===== src/shared/wws_pkg.sv =====
// Timing constants and shared types for the windowed watchdog supervisor
package wws_pkg;
  localparam int unsigned CNT_W            = 32;
  localparam int unsigned CLK_PERIOD_NS    = 50;
  localparam int unsigned GLITCH_NS        = 100;
  localparam int unsigned FAULT_PULSE_NS   = 1000000;
  localparam int unsigned RESET_TIMEOUT_NS = 100000000;
  localparam int unsigned FAST_LIMIT_NS    = 10000000;
  localparam int unsigned SLOW_LIMIT_NS    = 100000000;
  // Filter length is one cycle beyond the longest glitch to reject
  localparam logic [7:0]  GLITCH_CYC =
    8'((GLITCH_NS + CLK_PERIOD_NS - 1) / CLK_PERIOD_NS + 1);
  localparam logic [31:0] FAULT_CYC  = 32'(FAULT_PULSE_NS / CLK_PERIOD_NS);
  localparam logic [31:0] RESET_CYC  =
    32'((RESET_TIMEOUT_NS + CLK_PERIOD_NS - 1) / CLK_PERIOD_NS);
  localparam logic [31:0] FAST_CYC   = 32'(FAST_LIMIT_NS / CLK_PERIOD_NS);
  localparam logic [31:0] SLOW_CYC   = 32'(SLOW_LIMIT_NS / CLK_PERIOD_NS);
  localparam logic        IDLE_HIGH  = 1'b1;

  typedef enum logic [1:0] {WWS_FIRST, WWS_WATCH, WWS_FAULT} wws_mode_t;
endpackage


===== src/core/wws_filter.sv =====
// Two-flop synchroniser followed by a stable-level glitch filter
`timescale 1ns/10ps
`default_nettype none
module wws_filter
  import wws_pkg::*;
#(
  parameter logic [7:0] FILT_CYC  = GLITCH_CYC,
  parameter logic       RESET_VAL = IDLE_HIGH
) (
  // Clock and reset
  input  wire logic clk_i,
  input  wire logic reset_i,
  // Raw pin and filtered level
  input  wire logic raw_i,
  output var  logic level_o
);
  typedef struct packed {
    logic       s1;
    logic       s2;
    logic       level;
    logic [7:0] cnt;
  } wws_filt_t;

  wws_filt_t q;
  wws_filt_t d;

  always_comb begin
    d     = q;
    d.s1  = raw_i;
    d.s2  = q.s1;
    if (q.s2 == q.level) begin
      d.cnt = 8'h00;
    end else if (q.cnt == FILT_CYC - 8'h01) begin
      d.level = q.s2;
      d.cnt   = 8'h00;
    end else begin
      d.cnt = q.cnt + 8'h01;
    end
  end

  always_ff @(posedge clk_i) begin
    if (reset_i) begin
      q <= '{s1: RESET_VAL, s2: RESET_VAL, level: RESET_VAL, cnt: 8'h00};
    end else begin
      q <= d;
    end
  end

  assign level_o = q.level;
endmodule
`default_nettype wire


===== src/core/wws_supervisor.sv =====
// Windowed watchdog with fault pulse and supply/manual reset generator
// Overview of operation
// - Manual reset low: reset, clear counter, release fault
// - Kick falling edge restarts counter outside reset
// - In-window edge quiet; early/late edge pulses fault
// - Edges closer than fast limit raise fault
// - No edge before slow limit raises fault
// - Counter cleared on valid edge, reset/fault end
// - Kick input ignored during reset or fault
// - First edge after reset/fault never fast fault
// - Fault output inactive whenever reset asserted
// - Watchdog fault never asserts reset by itself
// - Reset while supply bad or manual reset low
// - Reset held timeout after causes clear
// - Manual reset glitches filtered; fault pulse one millisecond
`timescale 1ns/10ps
`default_nettype none
module wws_supervisor
  import wws_pkg::*;
#(
  parameter logic [31:0] FAST_LIMIT_CYC = FAST_CYC,
  parameter logic [31:0] SLOW_LIMIT_CYC = SLOW_CYC,
  parameter logic [31:0] FAULT_PULSE_CYC = FAULT_CYC,
  parameter logic [31:0] RESET_TIMEOUT_CYC = RESET_CYC
) (
  // Clock and power-on reset
  input  wire logic clk_i,
  input  wire logic reset_i,
  // Supply monitor and manual reset
  input  wire logic supply_good_i,
  input  wire logic manual_reset_n_i,
  // Watchdog kick from the processor
  input  wire logic watchdog_kick_in_i,
  // Reset output, active low
  output var  logic reset_n_o,
  // Open-drain fault pulse, active low
  input  wire logic fault_pulse_out_n_i,
  output var  logic fault_pulse_out_n_o,
  output var  logic fault_pulse_out_n_oe_o
);
  typedef struct packed {
    logic             rst_active;
    logic [CNT_W-1:0] rst_cnt;
    wws_mode_t        mode;
    logic [CNT_W-1:0] wd_cnt;
    logic [CNT_W-1:0] fault_cnt;
    logic             kick_prev;
  } wws_state_t;

  wws_state_t q;
  wws_state_t d;
  logic       manual_level;
  logic       kick_level;
  logic       rst_cause;
  logic       live;
  logic       fall;
  logic       fast_fault;
  logic       slow_fault;
  logic       accept;

  wws_filter #(
    .FILT_CYC  (GLITCH_CYC),
    .RESET_VAL (IDLE_HIGH)
  ) u_manual_filter (
    .clk_i   (clk_i),
    .reset_i (reset_i),
    .raw_i   (manual_reset_n_i),
    .level_o (manual_level)
  );

  // Same filter on the kick pin keeps 100 ns spikes from counting as edges
  wws_filter #(
    .FILT_CYC  (GLITCH_CYC),
    .RESET_VAL (IDLE_HIGH)
  ) u_kick_filter (
    .clk_i   (clk_i),
    .reset_i (reset_i),
    .raw_i   (watchdog_kick_in_i),
    .level_o (kick_level)
  );

  assign rst_cause  = !supply_good_i || !manual_level;
  assign live       = !rst_cause && !q.rst_active;
  assign fall       = q.kick_prev && !kick_level;
  assign fast_fault = live && fall && q.mode == WWS_WATCH
                      && q.wd_cnt < FAST_LIMIT_CYC;
  assign slow_fault = live && !fall && q.mode != WWS_FAULT
                      && q.wd_cnt == SLOW_LIMIT_CYC - 32'h1;
  assign accept     = live && fall && q.mode != WWS_FAULT && !fast_fault;

  always_comb begin
    d           = q;
    d.kick_prev = kick_level;
    // Reset generator; the watchdog has no path into it
    if (rst_cause) begin
      d.rst_active = 1'b1;
      d.rst_cnt    = '0;
    end else if (q.rst_active) begin
      if (q.rst_cnt == RESET_TIMEOUT_CYC - 32'h1) begin
        d.rst_active = 1'b0;
        d.rst_cnt    = '0;
      end else begin
        d.rst_cnt = q.rst_cnt + 32'h1;
      end
    end
    // Watchdog held idle across the same edge that enters reset
    if (!live) begin
      d.mode      = WWS_FIRST;
      d.wd_cnt    = '0;
      d.fault_cnt = '0;
    end else begin
      case (q.mode)
        WWS_FIRST, WWS_WATCH: begin
          if (fast_fault || slow_fault) begin
            d.mode      = WWS_FAULT;
            d.fault_cnt = '0;
          end else if (accept) begin
            d.mode   = WWS_WATCH;
            d.wd_cnt = '0;
          end else begin
            d.wd_cnt = q.wd_cnt + 32'h1;
          end
        end
        WWS_FAULT: begin
          // Kick edges fall through here unused
          if (q.fault_cnt == FAULT_PULSE_CYC - 32'h1) begin
            d.mode      = WWS_FIRST;
            d.wd_cnt    = '0;
            d.fault_cnt = '0;
          end else begin
            d.fault_cnt = q.fault_cnt + 32'h1;
          end
        end
        default: begin
          d.mode = WWS_FIRST;
        end
      endcase
    end
  end

  always_ff @(posedge clk_i) begin
    if (reset_i) begin
      q <= '{rst_active: 1'b1, rst_cnt: '0, mode: WWS_FIRST, wd_cnt: '0,
             fault_cnt: '0, kick_prev: IDLE_HIGH};
    end else begin
      q <= d;
    end
  end

  assign reset_n_o              = !q.rst_active;
  // Pin only ever pulls low; level readback is not needed
  assign fault_pulse_out_n_o    = 1'b0;
  assign fault_pulse_out_n_oe_o = q.mode == WWS_FAULT;
endmodule
`default_nettype wire


===== config.mk =====
export PLATFORM = sky130hd
export DESIGN_NAME = wws_supervisor
export DESIGN_NICKNAME = d
export VERILOG_FILES = /design/src/shared/wws_pkg.sv /design/src/core/wws_filter.sv /design/src/core/wws_supervisor.sv
export SDC_FILE = /design/constraint.sdc
export NUM_CORES = 1
export LEC_CHECK = 0
export BUFFER_PORTS_ARGS = -buffer_cell sky130_fd_sc_hd__buf_2
export CAP_MARGIN = 15
export CORE_ASPECT_RATIO = 0.5
export CORE_MARGIN = 3
export CORE_UTILIZATION = 40
export CTS_CLUSTER_DIAMETER = 200
export CTS_CLUSTER_SIZE = 30
export DETAILED_ROUTE_END_ITERATION = 16
export MAX_ROUTING_LAYER = met4
export PLACE_DENSITY_LB_ADDON = 0.1
export SYNTH_ARGS = -nofsm -noshare
export SYNTH_HDL_FRONTEND = slang
export SYNTH_SLANG_ARGS = --single-unit
export TNS_END_PERCENT = 20

===== constraint.sdc =====
create_clock -name clk_i -period 2.7 [get_ports clk_i]
set_clock_uncertainty 0.1 [all_clocks]
set_input_delay 0.27 -clock clk_i [delete_from_list [all_inputs] [get_ports clk_i]]
set_output_delay 0.27 -clock clk_i [all_outputs]
set_load 0.05 [all_outputs]

# --- Word level (Yosys, flattened, before mapping) ---
# Index checks and enable logic that the tools add are counted.
word_totals:
  regBits: 122
  input_bits: 6
  out_inout_bits: 3
  word_cells: 80
classes:
  add_sub_neg: 5
  n_lt_le_gt_ge: 1
  n_eq_ne: 14
  n_mux: 12
  bitwise_logic: 3
  reduce_logical: 31
op_table:
  columns: ["operator", "n"]
  rows:
  - ["32-bit two-way mux", 5]
  - ["64-bit one-hot mux with 2 select lines", 1]
  - ["32-bit by 1-bit adder with 32-bit output, second input constant", 3]
  - ["32-bit by 21-bit equality test with 1-bit output, second input constant", 2]
  - ["34-bit two-way mux", 1]
  - ["33-bit two-way mux", 1]
  - ["32-bit by 15-bit equality test with 1-bit output, second input constant", 1]
  - ["32-bit by 18-bit less-than comparator with 1-bit output, second input constant", 1]
  - ["8-bit by 1-bit adder with 8-bit output, second input constant", 2]
  - ["8-bit by 2-bit equality test with 1-bit output, second input constant", 2]
  - ["1-bit logical AND", 10]
  - ["2-bit AND reduction", 4]
  - ["1-bit logical NOT", 7]
  - ["2-bit != test, second input constant", 3]
  - ["2-bit OR reduction", 3]
  - ["3-bit OR reduction", 2]
  - ["2-bit two-way mux", 2]
  - ["2-bit one-hot mux with 2 select lines", 1]
  - ["3-bit != test, second input constant", 1]
  - ["1-bit NOT", 3]
  - ["3-bit AND reduction", 1]
  - ["1-bit equality test", 2]
  - ["2-bit by 1-bit equality test with 1-bit output, second input constant", 1]
  - ["2-bit equality test, second input constant", 1]
  - ["5 further kinds", 6]

# --- Depth between registers and ports, before layout ---
depth:
  depth_word: 12
  mapped_depth: 8

# --- Cells and area by module ---
# A second synthesis with hierarchy kept.
unflattened:
  hier_cells: 801
  hier_area_um2: 6660.1
by_module_without_submodules:
  columns: ["module", "n_inst", "cells_per_inst", "area_per_inst_um2", "seq_area_each_um2"]
  rows:
  - ["wws_supervisor", 1, 705, 5759.3, 2001.9]
  - ["wws_filter", 2, 48, 450.4, 220.2]

# --- Worst setup path before layout ---
# OpenSTA, ideal clock, no wires.
synth_path:
  path_type: "reg-to-reg"
  start: "register q[33] in the netlist's numbering"
  end: "register q[56] in the netlist's numbering"
  setup_time_ps: 119
  arrival_ps: 2177
  slack_ps: 304
  path_stages_with_launch: 9
  n_path_buf: 1
  path_cell_list: "dfxtp_1 ha_1 nand3_2 or4_1 o311ai_2 nor2_1 buf_2 a32oi_1 nand2_1"
synth_between:
  elab_chain_cells: 7
synth_rtl:
  columns: ["item", "line", "rtl"]
  rows:
  - ["from (decl)", "wws_supervisor.sv:50", "wws_state_t q;"]
  - ["from (signal assigned)", "wws_supervisor.sv:143", "q <= '{rst_active: 1'b1, rst_cnt: '0, mode: WWS_FIRST, wd_cnt: '0,"]
  - ["32-bit by 18-bit less-than comparator with 1-bit output", "wws_supervisor.sv:86", "&& q.wd_cnt < FAST_LIMIT_CYC;"]
  - ["1-bit logical AND", "wws_supervisor.sv:86", null]
  - ["1-bit logical NOT", "wws_supervisor.sv:89", "assign accept = live && fall && q.mode != WWS_FAULT && !fast_fault;"]
  - ["1-bit logical AND", "wws_supervisor.sv:89", null]
  - ["32-bit two-way mux", "wws_supervisor.sv:117", "end else if (accept) begin"]
  - ["32-bit two-way mux", "wws_supervisor.sv:114", "if (fast_fault || slow_fault) begin"]
  - ["64-bit one-hot mux with 2 select lines", "wws_supervisor.sv:112", "case (q.mode)"]
# Several ways; a longest one is shown, not always the timed one. The select of a mux whose other input is x is not followed.
# A chain may end at the register's enable or synchronous reset.

# --- Final worst setup path ---
layout_path:
  start: "register q[33] in the netlist's numbering"
  end: "register q[35] in the netlist's numbering"
# Same word-level chain as after synthesis.

==> reports/metrics.csv <==
stage,metric,value,unit
outcome,status,"complete, no violations",
power,pwr/cell area,573,nW/um2
placement,routability congestion estimate,0.842,
global_route,first-pass GRT wire length,26200,um
power,Peak VDD IR,0.437,mV
floorplanning,row count,31,
global_route,GRT busiest layer,met2,
job,max capacitance violation total,0,
routing,First DRT Iteration DRCs,320,
setup_path,Worst EP required,2.90,ns
synthesis,Synth cell types,64,
routing,# DRC,0,
sta,RSZ-0062 raised after global routing,yes,
setup_path,WP data arrival,2.77,ns
synthesis,Syn Area/Cell,8.16,um2
floorplanning,Placeable Area,14800,um2
routing,DR vias,5583,
floorplanning,Initial Util,41.8,%
clock_network,htree depth,4,
floorplanning,die area,17100,um2
global_route,pin count of the biggest net entering global routing,26,
finish,area grow syn2layout,18.1,%
routing,Post-DRT Antenna Nets,0,
finish,Ant. Diodes,0,
finish,fillers,1435,
power,sw frac,20.8,%
placement,Placed Area,6670,um2
clock_network,Clock Latency Late Sink,0.41,ns
finish,# nets final,806,
synthesis,ys async rst share,0,%
global_route,GR Util met3,3.87,%
setup_path,reg2reg setup slack,0.13,ns
power,Leak,2.40,nW
synthesis,Ys Warns,0,
routing,Via density,5.57,
global_route,gr usage total,19.3,%
power,Flop pwr share,43.3,%
synthesis,number of synthesized register bits,122,
power,Clock power frac,55.9,%
routing,DR pass1 iterations,5,
global_route,global-route track usage on met2,30.9,%
synthesis,post-synth net total,771,
routing,"wirelength, routed",15400,um
floorplanning,io pins,9,
synthesis,synth top area cells,"dfxtp_1, nor2_1, nand2_1",
sta,fin crit share,95.2,%
synthesis,"Seq/Total Area, Yosys",39.5,%
sta,Max Slew Vio Count,0,
global_route,initial antenna violation count,0,
clock_network,CTS buffer count,17,
floorplanning,Chip Width,182,um
synthesis,Syn Inst Count,758,
clock_network,Clock Tree Root,clkbuf_16,
setup_path,crit path max fanout,9,
power,Psw,0.000869,W
hold_path,hold crit path type,in2reg,
floorplanning,Die Y,93.9,um
sta,final setup fails,0,
finish,layout cell share with drive strength beyond 1,14.3,%
placement,Post-DP HPWL,10200,um
finish,post-route design area,7300,um2
sta,Tightest Pin Transition,0.868,ns
power,Cell Int Power,0.00331,W
clock_network,clock slew at reported path FFs,0.06,ns
sta,Fin. Hold Viols,0,
power,Total Power,0.00418,W
power,Logic pwr share,0.8,%
synthesis,Post-synth EDFFs,0,
setup_path,Setup crit end kind,register,
synthesis,ys flop type,dfxtp_1,
sta,relative slew slack,41.7,%
routing,Wirelength per Cell,15.3,um
finish,"Core Util, Final",49.4,%
clock_network,Num Clock Sinks,122,
sta,Final min period,2.57,ns
setup_path,Crit Path Class,reg2reg,
global_route,met1 global-route usage,24.7,%
placement,Port Buffers,6,
global_route,GR Overflow Total,0,
synthesis,top-area cell type share of the netlist area,39.5,%
synthesis,"Cell Area, Synth",6180,um2
clock_network,clock buffer depth,2,
global_route,vias in the first global route,5321,
sta,f_max,389,MHz
synthesis,dominant cell type by area after synthesis,dfxtp_1,
setup_path,CP startpoint kind,register,
clock_network,CTS tree,done,
final cells by class:
class	instances	area, um2	area share (%)
clock buffer	20	457	6.25
tap	198	248	3.39
inverter	12	45.0	0.617
multi-input combinational	589	3560	48.8
clock inverter	11	146	2.00
sequential	122	2440	33.4
timing repair buffer	51	402	5.50
cells in the mapped netlist (3+ instances only):
master	n
nor4b_1	6
a2bb2oi_1	5
o21ai_0	20
nor2b_1	6
nand3b_1	5
or2_2	13
o22a_1	3
and2_1	9
or3_1	8
nor3_1	34
a22oi_1	4
buf_2	7
ha_1	7
mux2i_1	5
o211ai_1	9
nand4_1	28
a211o_1	3
nor2_1	88
o21ai_1	10
a21boi_1	3
nand3_1	50
xor2_1	26
and3_1	12
a22o_1	3
inv_1	12
o21a_1	5
clkbuf_1	26
and4_1	3
nand3_2	3
a21o_1	5
dfxtp_1	122
a311oi_1	14
nand2b_1	3
xnor2_1	18
a31oi_1	22
nor4_1	17
nand2_1	83
a21oi_1	24
or4_1	4
cell families (layout without fill, tap and decap cells):
group | count (synthesis) | after routing | share of synthesized area (%)
flops | 122 | 122 | 39.5
compound gates | 143 | 143 | 16.0
fa+ha+maj | 7 | 7 | 1.42
simple gates | 389 | 389 | 32.8
xor+xnor | 44 | 44 | 6.23
buf+inv | 47 | 94 | 3.12
other cells | 1 | 1 | 0.0607
mux | 5 | 5 | 0.810
cell usage in the layout (no fill, tap or decap), types with 18 or more instances in the layout:
cell / count
a21oi_1: 23
a31oi_1: 22
buf_4: 40
dfxtp_1: 122
nand2_1: 83
nand3_1: 50
nand4_1: 28
nor2_1: 87
nor3_1: 34
o21ai_0: 20
xnor2_1: 18
xor2_1: 26
power by group through the flow:
stage	clock, W	sequential (W)	combinational [W]
final	0.00234	0.00181	0.0000351
after global placement	0	0.00185	0.0000329
after global routing	0.00249	0.00181	0.0000395
after detailed placement	0	0.00185	0.0000334
after floorplan	0	0.00185	0.0000224
after CTS	0.00240	0.00181	0.0000357
registers in the layout, indices dropped and copies added, names as in the netlist:
name	flops
u_manual_filter.level_o	1
q	100
u_kick_filter.q	9
u_manual_filter.d	1
u_kick_filter.d	1
u_kick_filter.level_o	1
u_manual_filter.q	9
routing by layer:
| metal | wire length (um) | up-vias |
|---|---|---|
| met1 | 7680 | 2652 |
| met2 | 7060 | 65 |
| met3 | 428 | 17 |
| met5 | 0 | - |
| li1 | - | 2849 |
| met4 | 192 | 0 |
repair_timing:
| item | in CTS | in global routing |
|---|---|---|
| endpoints found under the hold margin | 2 | 0 |
| resized for setup | 0 | 3 |
| endpoints found under the setup margin | 0 | 37 |
| hold buffers | 2 | 0 |
| buffers inserted | 0 | 0 |
critical path, cell delays in order, from the launching register on:
cell      delay, ns
dfxtp_1        0.39
ha_1           0.25
nand3_2        0.10
or4_1          0.59
o311ai_2       0.36
nor2_1         0.12
buf_4          0.19
and2_1         0.16
o22a_1         0.18
final timing paths:
kind | start | end | cells past startpoint
hold / removal | reset_i | u_kick_filter.level_o | 3
hold reg to reg | u_kick_filter.d[9] | u_kick_filter.q[9] | 1
setup reg to reg | q[33] | q[35] | 8
setup / recovery | q[33] | q[35] | 8
per-stage QoR:
stage / std cells / hold slack, ns / TNS, ns / worst slack (ns)
3_5_place_dp: 970 / 0.293 / 0 / 0.0946
4_1_cts: 1003 / 0.162 / 0 / 0.0817
2_1_floorplan: 758 / 0.274 / 0 / 0.304
5_1_grt: 1003 / 0.188 / -0.0196 / -0.0108
6_report: 1003 / 0.178 / 0 / 0.131
3_3_place_gp: 970 / 0.291 / 0 / 0.139
Note: power is estimated with default switching activity, not from simulation.
